--- src/inc/vcwu_pkg.sv ---
package vcwu_pkg;
  // ----------------------------------------
  // Register byte offsets
  // ----------------------------------------
  localparam logic [11:0] VCWU_OFS_DEMC = 12'h000; // Control register
  localparam logic [11:0] VCWU_OFS_HALT = 12'h004; // Halting control status
  localparam logic [11:0] VCWU_OFS_DEBUG_FAULT_STATUS = 12'h008; // Fault status, write one clears
  localparam logic [11:0] VCWU_OFS_WCTL = 12'h010; // Watch unit control
  localparam logic [11:0] VCWU_OFS_CMP0 = 12'h020; // First comparator reference
  localparam logic [11:0] VCWU_CMP_STRIDE = 12'h010; // Spacing of comparator sets
  // ----------------------------------------
  // Field positions and values
  // ----------------------------------------
  localparam int VCWU_BIT_WEN = 24; // Watch unit global enable
  localparam int VCWU_BIT_VCHF = 10; // Hard fault catch enable
  localparam int VCWU_BIT_VCRST = 0; // Local reset catch enable
  localparam int VCWU_NUM_POS = 28; // Comparator count field
  localparam logic [31:0] VCWU_DEMC_RST = 32'h0000_0000;
  localparam logic [31:0] VCWU_DEMC_MASK = 32'h0100_0401;
  localparam int VCWU_FS_VCATCH = 3; // Fault status catch bit
  localparam int VCWU_FS_WATCH = 2; // Fault status watch bit
  localparam logic [3:0] VCWU_FN_OFF = 4'h0;
  localparam logic [3:0] VCWU_FN_PC = 4'h4;
  localparam logic [3:0] VCWU_FN_RD = 4'h5;
  localparam logic [3:0] VCWU_FN_WR = 4'h6;
  localparam logic [3:0] VCWU_FN_RW = 4'h7;
endpackage

--- src/logic/vcwu_top.sv ---
`timescale 1ns/100ps
`default_nettype none
module vcwu_top #(
  parameter int NCOMP = 2, // Comparator sets
  parameter int MAXMASK = 31 // Widest supported mask
) (
  input wire logic pclk,
  input wire logic presetn,
  input wire logic psel,
  input wire logic penable,
  input wire logic pwrite,
  input wire logic [11:0] paddr,
  input wire logic [31:0] pwdata,
  output logic [31:0] prdata,
  output logic pready,
  output logic pslverr,
  input wire logic local_reset, // Core local reset pulse
  input wire logic hard_fault_active, // Hard fault became active
  input wire logic handler_first, // Core at first handler instruction
  input wire logic entry_busy, // Late or derived exception in entry
  input wire logic iaddr_valid,
  input wire logic [31:0] iaddr,
  input wire logic daddr_valid,
  input wire logic daddr_write,
  input wire logic [1:0] daddr_size, // 0 byte, 1 half, 2 word
  input wire logic [31:0] daddr,
  input wire logic core_halted,
  output logic halt_request, // Core halt request level
  output logic [31:0] watch_match // Per-comparator hit, registered
);
  // ----------------------------------------
  // Overview
  // ----------------------------------------
  // The block sits beside the core and watches two things.
  // Vector catch turns a hard fault or a local reset into a halt.
  // The comparators turn a matching address into a halt.
  // Both paths meet in one halt request level.
  // The request stands until the core reports Debug state.
  // Software reaches everything over a zero wait state bus.
  // Reads are latched in the setup cycle of a transfer.
  // Writes land at the access edge of a transfer.
  // Unmapped offsets raise an error and change nothing.
  // Core side inputs share the bus clock, so none is synchronised.
  // ----------------------------------------
  // Bus decode
  // ----------------------------------------
  // Register map, byte offsets:
  // 0x000 exception and monitor control
  // 0x004 halting control, bit 0 enables halting debug
  // 0x008 fault status, write one to clear
  // 0x010 watch unit control, comparator count on top
  // 0x020 first comparator reference
  // 0x024 first comparator mask size
  // 0x028 first comparator function
  // Each further comparator follows sixteen bytes on
  // Limitations:
  // Byte and halfword bus accesses are not supported
  // Only word aligned offsets decode, except comparator offsets, whose low two bits are ignored
  // No comparator data value matching is offered
  // No cycle counting or trace output is offered
  // The sample register is outside this block
  // Write strobe is valid for exactly one edge per transfer
  // Read capture uses the setup cycle so data stands at access
  // Comparator decode covers reference, mask and function words
  // The fourth word of each comparator set is left unmapped
  wire wr_en = psel && penable && pwrite;
  wire rd_phase = psel && !penable;
  wire sel_demc = paddr == vcwu_pkg::VCWU_OFS_DEMC;
  wire sel_halt = paddr == vcwu_pkg::VCWU_OFS_HALT;
  wire sel_debug_fault_status = paddr == vcwu_pkg::VCWU_OFS_DEBUG_FAULT_STATUS;
  wire sel_wctl = paddr == vcwu_pkg::VCWU_OFS_WCTL;
  wire [11:0] cmp_off = paddr - vcwu_pkg::VCWU_OFS_CMP0;
  wire [7:0] cmp_idx = cmp_off[11:4];
  wire sel_cmp = paddr >= vcwu_pkg::VCWU_OFS_CMP0 && int'(cmp_idx) < NCOMP && cmp_off[3:2] != 2'b11;
  wire mapped = sel_demc || sel_halt || sel_debug_fault_status || sel_wctl || sel_cmp;
  assign pready = 1'b1;
  assign pslverr = psel && penable && !mapped;

  // ----------------------------------------
  // Control registers
  // ----------------------------------------
  // Only the three documented control bits are kept
  // Reserved bits are dropped at the write mask
  // A catch is armed only while halting debug is on
  // Each armed catch looks at its own exception event
  logic [31:0] demc_q; // Exception and monitor control
  logic debug_en_q; // Halting debug enable
  logic [3:0] fsr_q; // Debug fault status
  logic catch_pend_q; // Vector catch waiting for handler
  logic halt_q; // Halt request
  wire halt_dbg_bit = pwdata[0];
  wire [31:0] demc_wr = pwdata & vcwu_pkg::VCWU_DEMC_MASK;
  wire watch_on = demc_q[vcwu_pkg::VCWU_BIT_WEN];
  wire arm_hf = debug_en_q && demc_q[vcwu_pkg::VCWU_BIT_VCHF];
  wire arm_rst = debug_en_q && demc_q[vcwu_pkg::VCWU_BIT_VCRST];
  wire catch_ev = (arm_hf && hard_fault_active) || (arm_rst && local_reset);

  // Control register: power-on clears all, local reset clears enable only
  always_ff @(posedge pclk or negedge presetn) begin
    if (!presetn) begin
      demc_q <= vcwu_pkg::VCWU_DEMC_RST;
    end else if (wr_en && sel_demc) begin
      demc_q <= demc_wr;
    end else if (local_reset) begin
      demc_q[vcwu_pkg::VCWU_BIT_WEN] <= 1'b0;
    end
  end

  // Halting debug enable bit
  always_ff @(posedge pclk or negedge presetn) begin
    if (!presetn) begin
      debug_en_q <= 1'b0;
    end else if (wr_en && sel_halt) begin
      debug_en_q <= halt_dbg_bit;
    end
  end

  // ----------------------------------------
  // Comparators
  // ----------------------------------------
  // Each set holds a reference, a mask size and a function
  // Writes are refused while the watch unit is disabled
  // The mask clears low address bits before comparing
  // Mask sizes above the supported limit are clamped
  // Data matches align the reference to the access size
  // Reserved function codes never produce a match
  // Instruction matches use the fetch address strobe
  // Data matches use the access strobe and direction
  logic [31:0] comp_q [NCOMP]; // Reference values
  logic [4:0] mask_q [NCOMP]; // Masked low bit count
  logic [3:0] func_q [NCOMP]; // Match type
  logic [NCOMP-1:0] hit;
  wire [4:0] mask_lim = 5'(MAXMASK);

  for (genvar n = 0; n < NCOMP; n++) begin : g_cmp
    wire wsel = wr_en && sel_cmp && watch_on && int'(cmp_idx) == n;
    wire [4:0] msz = (mask_q[n] > mask_lim) ? mask_lim : mask_q[n];
    wire [31:0] amask = ~((32'h0000_0001 << msz) - 32'h0000_0001);
    wire [31:0] dcmp = daddr_size == 2'd2 ? {comp_q[n][31:2], 2'b00} :
                       daddr_size == 2'd1 ? {comp_q[n][31:1], 1'b0} : comp_q[n];
    wire f_pc = func_q[n] == vcwu_pkg::VCWU_FN_PC;
    wire f_d = (func_q[n] == vcwu_pkg::VCWU_FN_RD && !daddr_write) ||
               (func_q[n] == vcwu_pkg::VCWU_FN_WR && daddr_write) ||
               func_q[n] == vcwu_pkg::VCWU_FN_RW;
    assign hit[n] = watch_on && ((f_pc && iaddr_valid && (iaddr & amask) == comp_q[n]) ||
                    (f_d && daddr_valid && (daddr & amask) == dcmp));
    // Comparator set registers
    always_ff @(posedge pclk or negedge presetn) begin
      if (!presetn) begin
        comp_q[n] <= 32'h0000_0000;
        mask_q[n] <= 5'h00;
        func_q[n] <= vcwu_pkg::VCWU_FN_OFF;
      end else if (wsel && cmp_off[3:2] == 2'd0) begin
        comp_q[n] <= pwdata;
      end else if (wsel && cmp_off[3:2] == 2'd1) begin
        mask_q[n] <= pwdata[4:0];
      end else if (wsel && cmp_off[3:2] == 2'd2) begin
        func_q[n] <= pwdata[3:0];
      end
    end
  end
  wire watch_ev = |hit;

  // ----------------------------------------
  // Halt and fault status
  // ----------------------------------------
  // A catch is first held pending until the handler is reached
  // Late or derived exceptions hold the pending catch back
  // A watch hit raises the halt request on the next edge
  // The core drops the request by reporting Debug state
  // Status bits record the source of each halt for software
  // Catch waits for the handler's first instruction and for a quiet entry
  always_ff @(posedge pclk or negedge presetn) begin
    if (!presetn) begin
      catch_pend_q <= 1'b0;
    end else if (catch_ev) begin
      catch_pend_q <= 1'b1;
    end else if (handler_first && !entry_busy) begin
      catch_pend_q <= 1'b0;
    end
  end
  wire catch_go = catch_pend_q && handler_first && !entry_busy;

  // Halt request holds until core reports halted
  always_ff @(posedge pclk or negedge presetn) begin
    if (!presetn) begin
      halt_q <= 1'b0;
    end else if (catch_go || watch_ev) begin
      halt_q <= 1'b1;
    end else if (core_halted) begin
      halt_q <= 1'b0;
    end
  end
  assign halt_request = halt_q;

  // Status bits: hardware set wins over write-one clear
  always_ff @(posedge pclk or negedge presetn) begin
    if (!presetn) begin
      fsr_q <= 4'h0;
    end else begin
      fsr_q <= ((wr_en && sel_debug_fault_status) ? fsr_q & ~pwdata[3:0] : fsr_q)
        | (catch_go ? 4'h8 : 4'h0) | (watch_ev ? 4'h4 : 4'h0);
    end
  end

  // Per-comparator match flags
  always_ff @(posedge pclk or negedge presetn) begin
    if (!presetn) begin
      watch_match <= 32'h0000_0000;
    end else begin
      watch_match <= 32'(hit);
    end
  end

  // ----------------------------------------
  // Read mux
  // ----------------------------------------
  // Watch registers read as zero while the unit is disabled
  // Unmapped offsets read as zero
  // The control word reports the comparator count in its top nibble
  wire [31:0] wctl_val = 32'(NCOMP) << vcwu_pkg::VCWU_NUM_POS;
  logic [31:0] cmp_rd;
  always_comb begin
    cmp_rd = 32'h0000_0000;
    for (int i = 0; i < NCOMP; i++) begin
      if (int'(cmp_idx) == i) begin
        cmp_rd = cmp_off[3:2] == 2'd0 ? comp_q[i] :
                 cmp_off[3:2] == 2'd1 ? {27'h0, mask_q[i]} : {28'h0, func_q[i]};
      end
    end
  end
  wire [31:0] rd_val = sel_demc ? demc_q :
                       sel_halt ? {31'h0, debug_en_q} :
                       sel_debug_fault_status ? {28'h0, fsr_q} :
                       (sel_wctl && watch_on) ? wctl_val :
                       (sel_cmp && watch_on) ? cmp_rd : 32'h0000_0000;
  // Read data latched in setup phase
  always_ff @(posedge pclk or negedge presetn) begin
    if (!presetn) begin
      prdata <= 32'h0000_0000;
    end else if (rd_phase && !pwrite) begin
      prdata <= rd_val;
    end
  end
endmodule
`default_nettype wire

--- config.mk ---
export PLATFORM = sky130hd
export DESIGN_NAME = vcwu_top
export DESIGN_NICKNAME = d
export VERILOG_FILES = /design/src/inc/vcwu_pkg.sv /design/src/logic/vcwu_top.sv
export SDC_FILE = /design/constraint.sdc
export NUM_CORES = 1
export LEC_CHECK = 0
export BUFFER_PORTS_ARGS = -buffer_cell sky130_fd_sc_hd__buf_4
export CORE_MARGIN = 5
export CORE_UTILIZATION = 51
export DETAILED_ROUTE_END_ITERATION = 8
export GPL_TIMING_DRIVEN = 1
export PLACE_DENSITY_LB_ADDON = 0.12
export SLEW_MARGIN = 20
export SYNTH_ARGS = -nofsm -noshare
export SYNTH_HDL_FRONTEND = slang
export SYNTH_SLANG_ARGS = --single-unit
--- constraint.sdc ---
create_clock -name pclk -period 3.2 [get_ports pclk]
set_input_delay 0.16 -clock pclk [delete_from_list [all_inputs] [get_ports pclk]]
set_output_delay 0.16 -clock pclk [all_outputs]
set_load 0.1 [all_outputs]
==> results_dict.tcl, run 1 <==
set metrics [dict create \
    status "complete, no violations" \
    initial_utilization_pct 51.4 \
    synth.top_cells.by_count "126 x dfrtp_1, 116 x nand2_1, 85 x mux2_2" \
    r2r_setup_slack_ns 0.002 \
    dieArea_um2 20800 \
    yosys.cell_count.top_type "dfrtp_1" \
    synth_top_area_share_pct 34.4 \
    antenna_cells 0 \
    fp.dieH_um 144 \
    ys_seq_area_share_pct 34.4 \
    power_leakage_uw 0.00562 \
    first_pass_iters 6 \
    grt_use_total_pct 34.9 \
    place_area_um2 10800 \
    reg2reg_to "halt_request$_DFFE_PN0P_" \
    routed_via_density 6.19 \
    max_slew.worst_pin.slew_ns 0.587 \
    grt_pass1_wl_um 54100 \
    synth_top_family_by_area "simple AND/OR/NAND/NOR gates" \
    hp-class "input port to register" \
    num_vias 9191 \
    final_hold_viol_count 0 \
    slew_headroom_pct 60.9 \
    syn_inst 1018 \
    synth_mux_area_share_pct 15.6 \
    route.detailed.drc 0 \
    finalSetupTns_ns 0 \
    synth-compound-area-share_pct 15.6 \
    clk_pin_slew_ns 0.06 \
    stdcell_area_um2 12000 \
    totalPowerFinal_uw 4340 \
    cp-start-kind "register" \
    critical_path.top_delay_family "simple AND/OR/NAND/NOR gates" \
    yosys-top-cells-area "dfrtp_1 34%, mux2_2 10%, xnor2_1 5.3%, nand2_1 4.7%, mux2i_1 3.8%" \
    cts_buffer_depth 2 \
    fmaxAchievable_mhz 313 \
    r2r_cells 11 \
    yosysTopAreaCell "dfrtp_1" \
    synthAdderAreaFrac_pct 0.409 \
    cpPeakStageDelay_ns 0.44 \
    cp.required_ns 3.56 \
    htree_levels 4 \
    worst_ep_arrival_time_ns 3.56 \
    fin_nets 1368 \
    slew_viol_final 0 \
    grt_max_degree 62 \
    antenna_found_initial 0 \
    cts_tree "yes" \
    numCtsBuffers 17 \
    wl_um 36300 \
    critPathKind "register to register" \
    hold_start "local_reset" \
    setup.worst_path.end_class "register" \
    synthArstFlopShare_pct 100 \
    ys.flop_type "dfrtp_1" \
    grt-ovfl-total 0 \
    finalSetupViolations 0 \
    ant_nets 0 \
    holdPathEnd "demc_q[24]$_DFFE_PN0P_" \
    ys_ff_latch 126 \
    synth_edf_count 0 \
    clock-sinks 126 \
    gp_congestion 1.09 \
    path_common_cell "buf_4" \
    rsz0062_at_grt "true" \
    die_w_um 144 \
    peakVddDrop_mv 0.331 \
    synth_simple_gate_area_share_pct 18.8 \
    synth_xor_area_share_pct 8.40 \
    drive_gt1_share_pct 31.7 \
    syn_avg_cell_area_um2 9.01 \
    hold_depth 3 \
    row_count 49 \
    cap_viol_max_count 0 \
    whs_ns 0.0279 \
    path_buf_inv 2 \
    netlist_area_um2 9180 \
    core_area_um2 17800 \
    powerDensity_nw_per_um2 361 \
    place.port_buffers 158 \
    period_share_pct 99.9 \
    r2r-start "mask_q[2]$_DFFE_PN0P_" \
    path_cells "buf_4 -> buf_4 -> and3_1 -> nor3_1 -> a41o_1 -> a221oi_1 -> nand4_1 -> nor4_2 -> a32oi_2 -> a21boi_2 -> or2_1" \
    io_pins 190 \
    worst_path_max_delay_cell "a221oi_1" \
    worstSkewPairLatency_ns 0.42 \
    area_delta_synth_final_pct 30.9 \
    yosys_warnings 0 \
    drtIter0Drc 1123 \
    grt_pass1_vias 8800 \
    wl_per_cell_um 24.5 \
    crit_fanout 30 \
    cts-root-buf "clkbuf_16" \
    fin_crit_ns 3.20 \
    ys_types 84 \
    dpl.hpwl_um 28100 \
    final_util_pct 67.3 \
    fin_worst_skew_ns 0.00708 \
]
[cells by family (layout without fill, tap and decap cells)]
group | Yosys count | after routing
AND/OR/NAND/NOR | 336 | 336
AO/OA/AOI/OAI | 214 | 214
multiplexers | 126 | 126
flip-flops | 126 | 126
buffers and inverters | 123 | 331
XOR/XNOR | 88 | 88
adder cells (fa/ha/maj) | 3 | 3
other | 2 | 31
[repair_timing]
| action | 4_1_cts | 5_1_grt |
|---|---|---|
| hold buffers | 31 | 0 |
| endpoints found under the hold margin | 100 | 0 |
| gates resized for setup | 17 | 21 |
| setup buffers | 1 | 3 |
| cloned | 0 | 0 |
| pin swaps | 4 | 7 |
| setup endpoints to repair | 4 | 4 |
[sequential cells by signal, indices dropped and copies added (netlist names)]
signal	cells
func_q	8
demc_q	3
mask_q	10
prdata	32
catch_pend_q	1
comp_q	64
debug_en_q	1
halt_request	1
watch_match	2
fsr_q	4
[power by group]
| part | total, uW | switching [uW] | leakage [uW] | internal [uW] |
|---|---|---|---|---|
| registers | 1590 | 0.0556 | 0.00176 | 1590 |
| logic | 607 | 397 | 0.00355 | 210 |
| clock network | 2140 | 800 | 0.000312 | 1340 |
[area by class of cell]
class | instances | area (um^2)
fill | 1503 | 5830
multi-input combinational | 798 | 5700
sequential | 126 | 3150
timing repair buffer | 267 | 2100
clock buffer | 18 | 439
tap | 229 | 287
clock inverter | 14 | 203
inverter | 32 | 120
[layout by cell type (no fill, tap or decap), drive strengths merged, types with 5 or more instances in the layout]
cell type | netlist | layout
conb | 2 | 31
a31oi | 5 | 5
o211ai | 9 | 9
dlygate4sd3 | 0 | 31
or3b | 5 | 5
nor2b | 6 | 6
o21ai | 70 | 70
nand2 | 117 | 117
xor2 | 33 | 33
nand4 | 19 | 19
a21oi | 33 | 33
o2111ai | 5 | 5
xnor2 | 55 | 55
inv | 32 | 37
nor4 | 23 | 23
o31ai | 5 | 5
mux2i | 35 | 35
o22ai | 7 | 7
dfrtp | 126 | 126
nand2b | 17 | 17
nand3b | 6 | 6
a22oi | 7 | 7
buf | 66 | 236
nor3 | 16 | 16
and3 | 8 | 8
nor3b | 9 | 9
a32oi | 8 | 8
a211oi | 5 | 5
o2bb2ai | 6 | 6
nor2 | 47 | 47
nand3 | 39 | 39
clkbuf | 25 | 18
a21o | 5 | 5
mux4 | 5 | 5
mux2 | 86 | 86
[worst register-to-register path, cell delays in order, from the launching register on]
cell,delay (ns)
dfrtp_1,0.40
buf_4,0.14
buf_4,0.36
and3_1,0.35
nor3_1,0.11
a41o_1,0.21
a221oi_1,0.44
nand4_1,0.33
nor4_2,0.35
a32oi_2,0.14
a21boi_2,0.19
or2_1,0.12
[per-stage QoR]
stage          setup slack (ns)  std cells
2_1_floorplan            0.0207       1047
3_3_place_gp             -0.254       1417
3_5_place_dp             -0.304       1417
4_1_cts                 0.00464       1481
5_1_grt                 -0.0418       1484
6_report                0.00241       1484
[worst max path at each step]
stage,startpoint,endpoint,slack (ns),cells after the start
2_1_floorplan,mask_q[2]$_DFFE_PN0P_,halt_request$_DFFE_PN0P_,0.02,14
3_5_place_dp,mask_q[4]$_DFFE_PN0P_,halt_request$_DFFE_PN0P_,-0.30,11
4_1_cts,mask_q[4]$_DFFE_PN0P_,halt_request$_DFFE_PN0P_,0.005,13
5_1_grt,mask_q[9]$_DFFE_PN0P_,halt_request$_DFFE_PN0P_,-0.04,14
6_report,mask_q[2]$_DFFE_PN0P_,halt_request$_DFFE_PN0P_,0.002,11
3_3_place_gp,mask_q[7]$_DFFE_PN0P_,halt_request$_DFFE_PN0P_,-0.25,12
[metal layers]
layer	track usage (%)	share of wire (%)	routed length, um	up-vias
met5	0	0	0	-
met4	15.4	4.6	1690	0
met3	5.85	9.5	3470	105
met2	53.0	44	16000	558
met1	49.1	42	15200	4427
li1	-	-	-	4101
Power figures use the tool's default switching activity.
==> run 2: changes to the inputs <==
--- a/config.mk
+++ b/config.mk
@@ -5,9 +5,10 @@
 export SDC_FILE = /design/constraint.sdc
 export NUM_CORES = 1
 export LEC_CHECK = 0
+export ABC_AREA = 1
 export BUFFER_PORTS_ARGS = -buffer_cell sky130_fd_sc_hd__buf_4
 export CORE_MARGIN = 5
-export CORE_UTILIZATION = 51
+export CORE_UTILIZATION = 30
 export DETAILED_ROUTE_END_ITERATION = 8
 export GPL_TIMING_DRIVEN = 1
 export PLACE_DENSITY_LB_ADDON = 0.12
==> run 2 against run 1 <==
Effect of this change:
- highest routed layer unchanged
- clock power down 6%
- largest cell class unchanged
- synthesized cell count up 75%
- maximum frequency is 7.7% higher
- critical path type unchanged
- non-clock buffer count down 34
- via count rose by 40%
- die area grew 100%
- clock skew is 0.018 ns higher
- flip-flop and latch count stayed put
==> results_dict.tcl, run 2 <==
set metrics [dict create \
    synthArstFlopShare_pct 100 \
    synth.top_cells.by_count "533 x nand2_1, 231 x inv_1, 194 x nand3_1" \
    r2r-start "mask_q[6]$_DFFE_PN0P_" \
    worst_path_max_delay_cell "dfrtp_1" \
    reg2reg_to "halt_request$_DFFE_PN0P_" \
    wl_per_cell_um 21.2 \
    cpPeakStageDelay_ns 0.44 \
    totalPowerFinal_uw 4360 \
    yosysTopAreaCell "dfrtp_1" \
    powerDensity_nw_per_um2 312 \
    first_pass_iters 5 \
    cp.required_ns 3.58 \
    fin_worst_skew_ns 0.0251 \
    cts-root-buf "clkbuf_16" \
    antenna_found_initial 0 \
    synth_edf_count 0 \
    critPathKind "register to register" \
    clock-sinks 126 \
    status "complete, no violations" \
    r2r_cells 20 \
    dieArea_um2 41600 \
    max_slew.worst_pin.slew_ns 0.690 \
    power_leakage_uw 0.00688 \
    gp_congestion 1.03 \
    netlist_area_um2 11300 \
    grt-ovfl-total 0 \
    grt_pass1_vias 12100 \
    cts_setup_buffers 0 \
    ys.flop_type "dfrtp_1" \
    area_delta_synth_final_pct 23.8 \
    worst_ep_arrival_time_ns 3.35 \
    dpl.hpwl_um 43400 \
    htree_levels 4 \
    core_area_um2 37400 \
    yosys_warnings 0 \
    numCtsBuffers 17 \
    yosys-top-cells-area "dfrtp_1 28%, nand2_1 18%, nand3_1 8.6%, inv_1 7.7%, nand4_1 6.0%" \
    die_w_um 204 \
    ys_types 54 \
    stdcell_area_um2 14000 \
    rsz0062_at_grt "false" \
    row_count 71 \
    cts_tree "yes" \
    syn_avg_cell_area_um2 6.32 \
    largest_reg_flops 64 \
    period_share_pct 92.8 \
    slew_viol_final 0 \
    ys_seq_area_share_pct 27.9 \
    num_vias 12900 \
    fin_crit_ns 2.97 \
    slew_headroom_pct 53.6 \
    fp.dieH_um 204 \
    antenna_cells 0 \
    holdPathEnd "comp_q[30]$_DFFE_PN0P_" \
    ant_nets 0 \
    hold_depth 3 \
    ys_ff_latch 126 \
    cp-start-kind "register" \
    worstSkewPairLatency_ns 0.45 \
    peakVddDrop_mv 0.307 \
    routed_via_density 5.14 \
    setup.worst_path.end_class "register" \
    grt_max_degree 99 \
    wl_um 53100 \
    top_regs "comp_q x64, prdata x32, mask_q x10" \
    final_common_cell "nand2_1" \
    crit_fanout 5 \
    regArea_um2 3150 \
    finalSetupViolations 0 \
    initial_utilization_pct 30.2 \
    grt_pass1_wl_um 78000 \
    grt_use_total_pct 25.0 \
    hold_start "pwdata[30]" \
    fmaxAchievable_mhz 337 \
    worst_slack_ns 0.231 \
    io_pins 190 \
    final_hold_viol_count 0 \
    route.detailed.drc 0 \
    finalSetupTns_ns 0 \
    path_common_cell "nand2_1" \
    multi_input_area_um2 6760 \
    largest-register "comp_q" \
    drtIter0Drc 1166 \
    place_area_um2 13100 \
    place.port_buffers 158 \
    mostFrequentLayoutCells "533 x nand2_1, 231 x inv_1, 198 x buf_4" \
    r2r_setup_slack_ns 0.23 \
    yosys.cell_count.top_type "nand2_1" \
    whs_ns 0.0139 \
    syn_inst 1785 \
    drive_gt1_share_pct 18.0 \
    cts_buffer_depth 2 \
    nFillCells 4086 \
    path_cells "nor2_2 -> nand2_1 -> nor2_2 -> inv_1 -> ha_1 -> inv_1 -> nor2_2 -> nand2_2 -> nand2_1 -> nand2_1 -> nand2_1 -> nand2_1 -> nand3_1 -> nor2_1 -> nand3_1 -> nor2_1 -> nand3_1 -> nand2_1 -> nand2_1 -> nand3_1" \
    hp-class "input port to register" \
    crit_start "mask_q[6]$_DFFE_PN0P_" \
    dp_slack_ns 0.192 \
    cap_viol_max_count 0 \
    fin_nets 2106 \
    clk_pin_slew_ns 0.07 \
    synth_top_area_share_pct 27.9 \
]
[run 2: cell type report]
type                    instances  share of cell area, %
clock inverters                13                  0.922
multi-input cells            1355                   48.3
well taps                     511                   4.58
inverters                     247                   6.64
repair buffers                233                   13.7
clock buffers                  19                   3.24
flip-flops and latches        126                   22.6
[run 2: kinds of logic (layout without fill, tap and decap cells)]
logic type | after synthesis | in the layout | synth area share (%)
simple gates | 1060 | 1060 | 41.8
fa+ha+maj | 3 | 3 | 0.333
mux | 1 | 1 | 0.0998
xor+xnor | 43 | 43 | 3.40
compound gates | 217 | 217 | 12.9
flops | 126 | 126 | 27.9
other cells | 2 | 31 | 0.0666
buf+inv | 333 | 512 | 13.4
[run 2: repair_timing]
action | 4_1_cts | 5_1_grt
resized for setup | 0 | 6
hold buffers | 27 | 0
setup endpoints to repair | 0 | 3
hold endpoints to repair | 140 | 0
[run 2: worst max-delay path by stage]
stage	slack, ns	endpoint
finish	0.23	halt_request$_DFFE_PN0P_
global route	0.01	halt_request$_DFFE_PN0P_
CTS	0.16	watch_match[0]$_DFF_PN0_
detailed placement	0.19	watch_match[0]$_DFF_PN0_
global placement	0.23	watch_match[0]$_DFF_PN0_
floorplan	0.41	pslverr
[run 2: metal layers]
layer | global-route usage (%) | vias up | routed length [um]
met5 | 0 | - | 0
met1 | 35.5 | 6147 | 25000
met2 | 39.8 | 465 | 23700
met4 | 7.15 | 0 | 1480
met3 | 3.70 | 70 | 2950
li1 | - | 6181 | -
[run 2: stage by stage]
stage,util (%),instances
2_1_floorplan,-,1814
3_3_place_gp,35.0,2444
3_5_place_dp,35.0,2444
4_1_cts,37.2,2503
5_1_grt,37.4,2504
6_report,37.4,2504
[run 2: power by group]
group / switching, uW / leakage, uW / internal, uW / total [uW]
Sequential: 0.0655 / 0.00176 / 1590 / 1590
Clock: 895 / 0.000281 / 1130 / 2020
Combinational: 513 / 0.00484 / 230 / 743
Total: 1410 / 0.00688 / 2950 / 4360
[run 2: critical path: cells and delay by family, from the launching register on]
| family | cells | cell delay, ns |
|---|---|---|
| AND/OR/NAND/NOR | 17 | 2.02 |
| flip-flops | 1 | 0.44 |
| adder cells (fa/ha/maj) | 1 | 0.26 |
| buffers and inverters | 2 | 0.17 |
